$ cat src/pkg/usb_ctl_consts.vh
// constants for the endpoint status and system clock control registers
`ifndef USB_CTL_CONSTS_VH
`define USB_CTL_CONSTS_VH
`define ADDR_W            8
`define ADDR_EP_STATUS    8'h21
`define ADDR_CLK_CTRL     8'h22
`define ADDR_IRQ_STATUS   8'h23
`define ADDR_IRQ_MASK     8'h24
`define EP_FLAG_LSB       0
`define EP_COUNT          4
`define MODE_LSB          4
`define USB_FLAG_BIT      7
`define EP_RESV_BIT       6
`define PULLUP_SWAP_BIT   2
`define CLK_GATE_BIT      3
`define BANDGAP_OFF_BIT   4
`define LEGACY_FLAG_BIT   5
`define OSC_SEL_BIT       6
`define ADJ_DIS_BIT       7
`define MODE_OFF          2'h0
`define MODE_WEAK         2'h1
`define MODE_USB          2'h2
`define MODE_ON           2'h3
`define EP_STATUS_RESET   8'h00
`define CLK_CTRL_RESET    8'h00
`define CLK_CTRL_WMASK    8'hfc
`define EP_STATUS_WMASK   8'hbf
`endif

$ cat src/ep_flag_bit.v
// one sticky endpoint request flag: engine set wins over firmware clear
`timescale 1ns/1ps
`default_nettype none
module ep_flag_bit (
  // clock and reset
  input  wire clk_i,
  input  wire resetn_i,
  // set, write
  input  wire set_i,
  input  wire wr_i,
  input  wire wdata_i,
  // state
  output wire flag_o
);
  reg flag_ff;
  wire nxt_flag;
  assign nxt_flag = set_i ? 1'b1 : (wr_i ? wdata_i : flag_ff);
  always @(posedge clk_i or negedge resetn_i) begin
    if (!resetn_i) begin
      flag_ff <= 1'b0;
    end else begin
      flag_ff <= nxt_flag;
    end
  end
  assign flag_o = flag_ff;
endmodule // ep_flag_bit
`default_nettype wire

$ cat src/pin_sync.v
// two-flop synchroniser for a pin input
`timescale 1ns/1ps
`default_nettype none
module pin_sync (
  // clock and reset
  input  wire clk_i,
  input  wire resetn_i,
  // async in, synced out
  input  wire d_i,
  output wire q_o
);
  reg s1_ff;
  reg s2_ff;
  always @(posedge clk_i or negedge resetn_i) begin
    if (!resetn_i) begin
      s1_ff <= 1'b0;
      s2_ff <= 1'b0;
    end else begin
      s1_ff <= d_i;
      s2_ff <= s1_ff;
    end
  end
  assign q_o = s2_ff;
endmodule // pin_sync
`default_nettype wire

$ cat src/usb_status_and_clock_control_regs.v
// endpoint status / mode and system clock control register bank
`include "usb_ctl_consts.vh"
`timescale 1ns/1ps
`default_nettype none
module usb_status_and_clock_control_regs #(
  parameter NUM_EP = `EP_COUNT
) (
  // clock and reset
  input  wire                clk_i,
  input  wire                resetn_i,
  // register port
  input  wire [`ADDR_W-1:0]  addr_i,
  input  wire [7:0]          wdata_i,
  input  wire                wr_i,
  input  wire                rd_i,
  output wire [7:0]          rdata_o,
  // serial interface engine
  input  wire [NUM_EP-1:0]   ep_access_i,
  // interrupt
  input  wire                usb_irq_en_i,
  input  wire                stack_full_i,
  output wire                irq_o,
  // bus data pins
  input  wire                data_plus_pin_i,
  output wire                data_plus_pin_o,
  output wire                data_plus_pin_oe_o,
  input  wire                data_minus_pin_i,
  output wire                data_minus_pin_o,
  output wire                data_minus_pin_oe_o,
  input  wire                pin_out_plus_i,
  input  wire                pin_out_minus_i,
  output wire                pin_in_plus_o,
  output wire                pin_in_minus_o,
  // analog and clock controls
  output wire                regulator_output_o,
  output wire                regulator_weak_o,
  output wire                pullup_1k5_o,
  output wire                pullup_swap_ctl_o,
  output wire                bus_clock_gate_o,
  output wire                bandgap_shutdown_o,
  output wire                legacy_port_mode_marker_o,
  output wire                usb_mode_marker_o,
  output wire                osc_freq_select_o,
  output wire                clk_adjust_disable_o
);
  // ==========================================================
  // decode
  wire wr_ep   = wr_i && (addr_i == `ADDR_EP_STATUS);
  wire wr_clk  = wr_i && (addr_i == `ADDR_CLK_CTRL);
  wire wr_ist  = wr_i && (addr_i == `ADDR_IRQ_STATUS);
  wire wr_imsk = wr_i && (addr_i == `ADDR_IRQ_MASK);

  // ==========================================================
  // endpoint request flags
  wire [NUM_EP-1:0] ep_flag;
  genvar g;
  generate
    for (g = 0; g < NUM_EP; g = g + 1) begin : g_ep
      ep_flag_bit u_flag (
        .clk_i    (clk_i),
        .resetn_i (resetn_i),
        .set_i    (ep_access_i[g]),
        .wr_i     (wr_ep),
        .wdata_i  (wdata_i[`EP_FLAG_LSB+g]),
        .flag_o   (ep_flag[g])
      );
    end
  endgenerate

  // ==========================================================
  // mode field and usb marker
  reg [1:0] mode_ff;
  reg       usb_flag_ff;
  always @(posedge clk_i or negedge resetn_i) begin
    if (!resetn_i) begin
      mode_ff     <= `MODE_OFF;
      usb_flag_ff <= 1'b0;
    end else if (wr_ep) begin
      mode_ff     <= wdata_i[`MODE_LSB+1:`MODE_LSB];
      usb_flag_ff <= wdata_i[`USB_FLAG_BIT];
    end
  end

  // ==========================================================
  // system clock control
  reg [7:0] clk_ctrl_ff;
  always @(posedge clk_i or negedge resetn_i) begin
    if (!resetn_i) begin
      clk_ctrl_ff <= `CLK_CTRL_RESET;
    end else if (wr_clk) begin
      clk_ctrl_ff <= wdata_i & `CLK_CTRL_WMASK;
    end
  end
  assign pullup_swap_ctl_o         = clk_ctrl_ff[`PULLUP_SWAP_BIT];
  assign bus_clock_gate_o          = clk_ctrl_ff[`CLK_GATE_BIT];
  assign bandgap_shutdown_o        = clk_ctrl_ff[`BANDGAP_OFF_BIT];
  assign legacy_port_mode_marker_o = clk_ctrl_ff[`LEGACY_FLAG_BIT];
  assign osc_freq_select_o         = clk_ctrl_ff[`OSC_SEL_BIT];
  assign clk_adjust_disable_o      = clk_ctrl_ff[`ADJ_DIS_BIT];
  assign usb_mode_marker_o         = usb_flag_ff;

  // ==========================================================
  // mode effects on regulator and pins
  wire usb_mode = (mode_ff == `MODE_USB);
  assign regulator_output_o = usb_mode || (mode_ff == `MODE_ON);
  assign regulator_weak_o   = (mode_ff == `MODE_WEAK);
  assign pullup_1k5_o       = usb_mode && !clk_ctrl_ff[`PULLUP_SWAP_BIT];

  reg pout_p_ff;
  reg pout_m_ff;
  always @(posedge clk_i or negedge resetn_i) begin
    if (!resetn_i) begin
      pout_p_ff <= 1'b0;
      pout_m_ff <= 1'b0;
    end else begin
      pout_p_ff <= pin_out_plus_i;
      pout_m_ff <= pin_out_minus_i;
    end
  end
  assign data_plus_pin_o     = pout_p_ff;
  assign data_minus_pin_o    = pout_m_ff;
  assign data_plus_pin_oe_o  = !usb_mode;
  assign data_minus_pin_oe_o = !usb_mode;

  pin_sync u_sync_p (
    .clk_i    (clk_i),
    .resetn_i (resetn_i),
    .d_i      (data_plus_pin_i),
    .q_o      (pin_in_plus_o)
  );
  pin_sync u_sync_m (
    .clk_i    (clk_i),
    .resetn_i (resetn_i),
    .d_i      (data_minus_pin_i),
    .q_o      (pin_in_minus_o)
  );

  // ==========================================================
  // interrupt: sticky status, write one to clear, mask
  reg [NUM_EP-1:0] ist_ff;
  reg [NUM_EP-1:0] imsk_ff;
  wire [NUM_EP-1:0] nxt_ist =
    ep_access_i | (ist_ff & ~(wr_ist ? wdata_i[NUM_EP-1:0] : {NUM_EP{1'b0}}));
  always @(posedge clk_i or negedge resetn_i) begin
    if (!resetn_i) begin
      ist_ff  <= {NUM_EP{1'b0}};
      imsk_ff <= {NUM_EP{1'b0}};
    end else begin
      ist_ff <= nxt_ist;
      if (wr_imsk) begin
        imsk_ff <= wdata_i[NUM_EP-1:0];
      end
    end
  end
  assign irq_o = |(ist_ff & imsk_ff) && usb_irq_en_i && !stack_full_i;

  // ==========================================================
  // read port
  reg [7:0] rdata_ff;
  reg [7:0] nxt_rdata;
  always @* begin
    nxt_rdata = 8'h00;
    case (addr_i)
      `ADDR_EP_STATUS: begin
        nxt_rdata[NUM_EP-1:0]          = ep_flag;
        nxt_rdata[`MODE_LSB+1:`MODE_LSB] = mode_ff;
        nxt_rdata[`USB_FLAG_BIT]        = usb_flag_ff;
      end
      `ADDR_CLK_CTRL:   nxt_rdata = clk_ctrl_ff;
      `ADDR_IRQ_STATUS: nxt_rdata[NUM_EP-1:0] = ist_ff;
      `ADDR_IRQ_MASK:   nxt_rdata[NUM_EP-1:0] = imsk_ff;
      default:          nxt_rdata = 8'h00;
    endcase
  end
  always @(posedge clk_i or negedge resetn_i) begin
    if (!resetn_i) begin
      rdata_ff <= 8'h00;
    end else if (rd_i) begin
      rdata_ff <= nxt_rdata;
    end else begin
      rdata_ff <= 8'h00;
    end
  end
  assign rdata_o = rdata_ff;
endmodule // usb_status_and_clock_control_regs
`default_nettype wire

$ cat config.mk
export PLATFORM = sky130hd
export DESIGN_NAME = usb_status_and_clock_control_regs
export DESIGN_NICKNAME = d
export VERILOG_FILES = /design/src/ep_flag_bit.v /design/src/pin_sync.v /design/src/usb_status_and_clock_control_regs.v
export VERILOG_INCLUDE_DIRS = /design/src /design/src/pkg
export SDC_FILE = /design/constraint.sdc
export NUM_CORES = 1
export LEC_CHECK = 0
export BUFFER_PORTS_ARGS = -buffer_cell sky130_fd_sc_hd__buf_2
export CAP_MARGIN = 20
export CORE_ASPECT_RATIO = 1.25
export CORE_MARGIN = 2
export CORE_UTILIZATION = 30
export CTS_CLUSTER_DIAMETER = 40
export DETAILED_ROUTE_END_ITERATION = 6
export REMOVE_ABC_BUFFERS = 1
export SLEW_MARGIN = 20
export SYNTH_ARGS = -nofsm -noshare
export SYNTH_HDL_FRONTEND = slang
export SYNTH_SLANG_ARGS = --single-unit
$ cat constraint.sdc
create_clock -name clk_i -period 1.3 [get_ports clk_i]
set_input_delay 0.065 -clock clk_i [delete_from_list [all_inputs] [get_ports clk_i]]
set_output_delay 0.065 -clock clk_i [all_outputs]
set_load 0.02 [all_outputs]
Word-level counts from Yosys, hierarchy flattened
Index checks and enable logic that the tools add are counted.
Word-level totals
  bits in registers: 35
  bits of input ports: 30
  output and inout port bits: 25
Cells by class
  eq/ne operators: 7
  reductions and logical operators: 16
  mux-type cells: 14
  bitwise operators: 4
Operators by type and width (count)
  == test 8 x 6 -> 1 bit, second input constant: 4
  one-hot mux 4 bit (4 select lines): 1
  2-to-1 mux 1 bit: 9
  bitwise AND 4 bit: 2
  2-to-1 mux 8 bit: 1
  nonzero test 2 bit: 4
  logical AND 1 bit: 7
  == test 2 bit, second input constant: 2
  2-to-1 mux 4 bit: 1
  inverter 4 bit: 1
  bitwise OR 4 bit: 1
  one-hot mux 2 bit (2 select lines): 1
  OR reduction 4 bit: 1
  logical NOT 1 bit: 3
  == test 2 x 1 -> 1 bit, second input constant: 1
  one-hot mux 1 bit (2 select lines): 1
  logical OR 1 bit: 1

Logic depth before layout (Yosys ltp)
Gate-level depths: netlist of run 1.
  depth after elaboration: 6
  mapped depth: 5
  gate-level depth less buffers: 3

Cells and area by module
Synthesis of run 1 repeated with hierarchy kept, for this count alone.
Unflattened totals
  cell total of the unflattened synthesis: 117
  area, all modules: 1577.8 µm²
Modules (own cells, without submodules)
  usb_status_and_clock_control_regs: cells each 101, times used 1, seq. area each 675.6 µm², area an instance 1317.5 µm²
  ep_flag_bit: cells each 3, times used 4, seq. area each 25.0 µm², area an instance 40.0 µm²
  pin_sync: cells each 2, times used 2, seq. area each 50.0 µm², area an instance 50.0 µm²

Least setup slack after synthesis of run 1
Ideal clock, no wire load.
  path type: input port to flip-flop
  from: input port addr_i[4]
  to: register imsk_ff[0]
  slack: 0.080 ns
  setup time: 0.125 ns
  data required time: 1.175 ns
  cell stages on the path: 4
  data arrival time: 1.095 ns
  buffers on the path: 1
  path through: nor4b_4 buf_6 and4b_4 mux2_2
Between the ends
  cells in the longest elaborated chain, start to end: 2
Ends and longest elaborated chain
  from (decl): RTL line usb_status_and_clock_control_regs.v:12  | input wire [`ADDR_W-1:0] addr_i,
  == test 8 x 6 -> 1 bit
  logical AND 1 bit: RTL line usb_status_and_clock_control_regs.v:51  | wire wr_imsk = wr_i && (addr_i == `ADDR_IRQ_MASK);
  to (signal assigned): RTL line usb_status_and_clock_control_regs.v:147  | imsk_ff <= {NUM_EP{1'b0}};
  to (signal assigned): RTL line usb_status_and_clock_control_regs.v:151  | imsk_ff <= wdata_i[NUM_EP-1:0];
  to (decl): RTL line usb_status_and_clock_control_regs.v:141  | reg [NUM_EP-1:0] imsk_ff;
Every way passes these cells.
A chain may end at the register's enable or synchronous reset.

Worst setup path in the final report of run 1
  from: register imsk_ff[3]
  to: output port irq_o
Between the ends
  cells in the longest elaborated chain, start to end: 4
Ends and longest elaborated chain
  bitwise AND 4 bit: RTL line usb_status_and_clock_control_regs.v:155  | assign irq_o = |(ist_ff & imsk_ff) && usb_irq_en_i && !stack_full_i;
  OR reduction 4 bit: RTL line usb_status_and_clock_control_regs.v:155
  logical AND 1 bit (2 in series): RTL line usb_status_and_clock_control_regs.v:155
  to (decl): RTL line usb_status_and_clock_control_regs.v:22  | output wire irq_o,
Every way passes these cells.

==> results of run 1 <==
[per-layer routing]
layer  part of all wire, %  wire length (um)  GRT usage (%)  vias up
met5                     0                 0              0        -
met4                  0.89                32           3.82        0
met3                   7.4               264           5.50        4
met2                    47              1680           21.0       40
met1                    45              1620           18.8      585
li1                      -                 -              -      589
[area by class of cell]
class / instances / area [um2]
Tap cell: 62 / 77.6
Multi-Input combinational cell: 75 / 621
Clock inverter: 2 / 12.5
Fill cell: 489 / 2900
Timing Repair Buffer: 76 / 470
Clock buffer: 6 / 72.6
Inverter: 3 / 11.3
Sequential cell: 35 / 876
[cells in the final DEF (no fill, tap or decap), drive strengths merged, types with 2 or more instances in the layout]
master | Yosys | routed
a21o | 6 | 6
a21oi | 2 | 2
a22oi | 5 | 5
a41oi | 3 | 3
buf | 5 | 67
clkbuf | 2 | 6
dfrtp | 35 | 35
dlygate4sd3 | 0 | 9
inv | 3 | 3
mux2 | 17 | 17
nand2 | 3 | 3
nand3b | 5 | 5
nand4 | 4 | 4
nor2 | 6 | 6
nor2b | 5 | 5
nor3 | 4 | 4
nor3b | 3 | 3
o21ai | 3 | 3
[flip-flops by register name, summed over array words and instances, names as in the netlist]
| signal | cells |
|---|---|
| imsk_ff | 4 |
| ist_ff | 4 |
| data_minus_pin_o | 1 |
| g_ep.u_flag.flag_o | 4 |
| u_sync_p.s1_ff | 1 |
| u_sync_p.q_o | 1 |
| clk_ctrl_ff | 6 |
| usb_mode_marker_o | 1 |
| u_sync_m.s1_ff | 1 |
| mode_ff | 2 |
| u_sync_m.q_o | 1 |
| data_plus_pin_o | 1 |
| rdata_o | 8 |
[path summary, 6_finish.rpt]
path	startpoint	endpoint	slack (ps)
max	imsk_ff[3]	irq_o	-90
min	wdata_i[6]	clk_ctrl_ff[6]	20
max reg2reg	ist_ff[3]	rdata_o[3]	250
min reg2reg	u_sync_m.s1_ff	u_sync_m.q_o	350
max in group asynchronous	resetn_i	rdata_o[3]	660
min in group asynchronous	resetn_i	ist_ff[3]	210
[critical path: stages, from the launching register on]
cell and delay, ps:
dfrtp_1 390, a22o_1 250, a221oi_2 180, nor3b_1 70, buf_2 160
[cells in the mapped netlist, types with 2 or more instances]
library cell | count | area [um2]
dfrtp_1 | 35 | 876
mux2_2 | 17 | 191
a21o_1 | 6 | 45.0
nor2_1 | 6 | 22.5
a22oi_1 | 5 | 37.5
nor2b_1 | 5 | 31.3
nand3b_1 | 4 | 30.0
nand4_1 | 4 | 25.0
nor3_1 | 4 | 20.0
a41oi_1 | 3 | 26.3
buf_6 | 3 | 33.8
inv_1 | 3 | 11.3
nand2_1 | 3 | 11.3
nor3b_1 | 3 | 22.5
o21ai_0 | 3 | 15.0
a21oi_1 | 2 | 10.0
clkbuf_1 | 2 | 7.51
[cells by family (layout without fill, tap and decap cells)]
| group | after synthesis | count (layout) | share of synthesized area, % |
|---|---|---|---|
| simple gates | 36 | 36 | 16.8 |
| flops | 35 | 35 | 56.3 |
| compound gates | 21 | 21 | 9.73 |
| mux | 18 | 18 | 13.0 |
| buf+inv | 10 | 87 | 4.18 |
[timing repair]
| item | in CTS | in global routing |
|---|---|---|
| hold endpoints to repair | 44 | 0 |
| endpoints found under the setup margin | 1 | 1 |
| hold buffers | 9 | 0 |
| buffers inserted | 2 | 0 |
| pin swaps | 1 | 0 |
| gates resized for setup | 1 | 0 |
[power by group]
part	internal, mW	switching [mW]
Clock	0.374	0.386
Combinational	0.135	0.145
Sequential	1.12	0.0208
==> run metrics, run 1 <==
status complete, but fails checks; failing checks setup timing; DR pass1 iterations 4; Util after Layout 42.4%; routed len/inst 13.9 um; Seq cells post-synth 35; Slew Limit Headroom between 70% and 80%; Distinct cells, synth 29; Post-synth EDFFs 0; GRT Overall Usage 14.0%; root buffer cell clkbuf_8; CTS tree done; max-capacitance violation count 0; Seq/Total Area, Yosys ~56%; final cell count without fillers approximately 260; synthesis-to-layout area growth 37.7%; Final ANT Viol Nets 0; Mean Syn Cell Area 13.0 um2; CP arrival 1320 ps; initial antenna violation count 0; Worst Max-Slew Pin Slew 383 ps; leakage 1.05 nW; Tmin final 1390 ps; yosys synthesis warning count 0; hold path cells 2; Post-Syn Instances 120; vias in the first global route 1,296; via-per-instance ratio about 4.7; gp weighted congestion 0.760; Worst Setup End Kind output pin; Final Hold Fails 0; die height roughly 85 um; worst hold margin 24.8 ps; first-pass GRT wire length around 6.0 mm; Placement Cell Area 0.00194 mm2; Die X 68.4 um; largest net degree at the start of global routing 22; crit share post-route 107%; DR DRC count 0; Pwr Density 1020 mW/mm2; worst-case reg-to-reg path depth 4; Die ar. 0.00578 mm2; drt first-iter violations 32; final setup vio count 1; RSZ-0062 raised after global routing yes; worst-skew pair later-pin latency between 200 and 300 ps; CTS Sinks 35; Worst setup SP type register; post-route cell area 0.00214 mm2; Vias 1,218; Starting Density 30.8%; CTS buffer count 5; worst vdd ir roughly 0.7 mV; final slew viol count 0; achievable clock frequency 0.720 GHz; post-route setup TNS -89.2 ps; Detail Placement HPWL ~2.8 mm; grt total ovfl 0; Post-Syn Area 0.00156 mm2; layout cell share with drive strength beyond 1 49.2%; critical path required time about 1200 ps; Layout Nets 226; Detailed Route WL 3.59 mm; Reg clk slew, reported paths 70 ps; IO Port Bufs 54; Synth async-reset ratio 100%; Worst Slack Setup Final -89.2 ps; crit path kind reg2out; Layout Skew between 2 and 2.5 ps; maximum clock insertion buffer count 2; Place WS -110 ps; core footprint 0.00504 mm2; I/O Pins 55; H-tree levels 2; Primary FF master, synth dfrtp_1; min-delay worst type in2reg; Crit Path Max Fanout 2; Cell Rows 29; total power 2.18 mW; ANT cells 0; placed cells 240
No activity file was read; power rests on OpenSTA's default activity.
==> inputs of run 2 (changes only) <==
--- a/config.mk
+++ b/config.mk
@@ -17,4 +17,5 @@
 export SLEW_MARGIN = 20
 export SYNTH_ARGS = -nofsm -noshare
 export SYNTH_HDL_FRONTEND = slang
+export SYNTH_HIERARCHICAL = 1
 export SYNTH_SLANG_ARGS = --single-unit
==> run metrics, run 2 <==
status complete, but fails checks; failing checks setup timing; Post-synth EDFFs 0; Worst Max-Slew Pin Slew 433 ps; switch share 24.7%; Vias 1,270; Layout fillers 513; commonest non-fill, non-tap cell in the layout buf_2; leakage around 1.1 nW; Crit Path Max Fanout 2; worst vdd ir about 0.39 mV; sequential power share between 50% and 60%; most frequent cells in the layout buf_2, dfrtp_1, mux2_2, buf_4, dlygate4sd3_1; max-capacitance violation count 0; CTS Sinks 35; die height about 85 um; Place WS -36.0 ps; CP arrival 1320 ps; Comb pwr share 13.1%; crit share post-route 106%; DR pass1 iterations 4; layout cell share with drive strength beyond 1 54.5%; Mean Syn Cell Area roughly 13 um2; Worst Slack Setup Final -82.5 ps; H-tree levels 2; post-synth top area share 55.5%; final setup vio count 1; Worst setup SP type register; Worst Setup End Kind output pin; post-route setup TNS -82.5 ps; Post-Syn Area 0.00158 mm2; Seq/Total Area, Yosys 55.5%; via-per-instance ratio between 4 and 5; Tmin final 1380 ps; Die ar. 0.00586 mm2; core footprint 0.00508 mm2; Layout Skew between 7 and 8 ps; routed len/inst 14.1 um; achievable clock frequency approximately 0.72 GHz; Detailed Route WL 3.68 mm; vias in the first global route 1,208; maximum clock insertion buffer count 2; Placement Cell Area 0.00202 mm2; min-delay worst type in2reg; root buffer cell clkbuf_8; GRT Overall Usage 13.4%; DR DRC count 0; most frequent cell after synthesis dfrtp_1; gp weighted congestion 0.792; grt total ovfl 0; crit path kind reg2out; Largest register FFs 8; placed cells 243; Layout Nets 229; Synth top cells by count dfrtp_1, mux2_2, and3b_1, nand4_1, nor2b_1; Pwr Density approximately 970 mW/mm2; first-pass GRT wire length around 5.8 mm; Final Hold Fails 0; post-route cell area 0.00222 mm2; Primary FF master, synth dfrtp_1; Die X slightly below 70 um; synth top area cells dfrtp_1, mux2_2, and3b_1; IO Port Bufs 54; largest area contributor in the netlist dfrtp_1; Distinct cells, synth 32; Post-Syn Instances 117; total power 2.15 mW; initial antenna violation count 0; Seq cells post-synth 35; worst-skew pair later-pin latency a little under 300 ps; Detail Placement HPWL 2.94 mm; CTS tree done; final slew viol count 0; largest net degree at the start of global routing 20; CTS buffer count 5; RSZ-0062 raised after global routing yes; Int Pwr 1.62 mW; Synth async-reset ratio 100%; Starting Density 31.1%; final cell count without fillers 262; Reg clk slew, reported paths 70 ps; I/O Pins 55; ANT cells 0; Cell Rows 29; yosys synthesis warning count 6; Clk network pwr share between 30% and 40%; Final ANT Viol Nets 0; drt first-iter violations 51; critical path required time 1240 ps; synthesis-to-layout area growth 40.5%; Slew Limit Headroom 70.8%; Net Sw Power 532 uW
run 2: changes by cell type after synthesis, sizes merged, moves of 4 or more:
cell,change
and3b,+5
nand3,+6
nor2,-4
nand3b,-5
a211o,+4
a22oi,-5
a211oi,+4
run 2: area by class of cell:
| class | instances | area, um2 | area share, % |
|---|---|---|---|
| clock inverter | 3 | 15.0 | 0.677 |
| inverter | 1 | 3.75 | 0.169 |
| sequential | 35 | 876 | 39.5 |
| clock buffer | 5 | 68.8 | 3.10 |
| tap | 62 | 77.6 | 3.50 |
| timing repair buffer | 79 | 493 | 22.2 |
| multi-input combinational | 77 | 683 | 30.8 |
run 2: critical path, cell delays in order, from the launching register on:
cell	delay (ps)
dfrtp_1	380
a22o_1	250
a221oi_2	180
nor3b_1	70
buf_2	160
run 2: layer usage:
layer	wire (um)	track usage [%]
met3	210	3.58
met2	1820	21.7
met1	1600	16.9
met5	0	0
met4	51	4.81
run 2: final timing paths:
check                          startpoint             end  slack [ps]  cells after the start
max                             ist_ff[3]           irq_o         -80                      4
min                            wdata_i[6]  clk_ctrl_ff[6]          10                      2
max reg2reg                    imsk_ff[3]      rdata_o[3]         160                      4
min reg2reg                u_sync_p/s1_ff    u_sync_p/q_o         350                      0
max in group asynchronous        resetn_i      imsk_ff[3]         630                      3
min in group asynchronous        resetn_i      rdata_o[7]         230                      2
run 2: repair_timing:
item	in CTS	in global routing
setup buffers	2	0
hold buffers	9	0
endpoints found under the hold margin	28	0
resized for setup	1	0
pin swaps	1	1
endpoints found under the setup margin	1	1
run 2: cells by family after synthesis:
kind of cell	after synthesis	synth area share (%)
and+or+nand+nor	39	19.8
DFF	35	55.5
AOI/OAI and AO/OA	21	10.9
muxes	17	12.1
buffers and inverters	5	1.59
run 2: power groups by stage:
stage                     logic, mW  clock network (mW)  registers (mW)
after global placement        0.259                   0            1.16
after floorplan              0.0758                   0            1.18
after detailed placement      0.261                   0            1.16
after global routing          0.309               0.818            1.14
after CTS                     0.287               0.761            1.14
final                         0.282               0.733            1.14
run 2: stage by stage:
step | hold slack (ps) | util (%)
final | 11.1 | 43.6
after global routing | 21.3 | 43.6
after CTS | 11.9 | 43.6
after detailed placement | 17.0 | 39.8
after global placement | 12.6 | 39.8
after floorplan | -231 | -
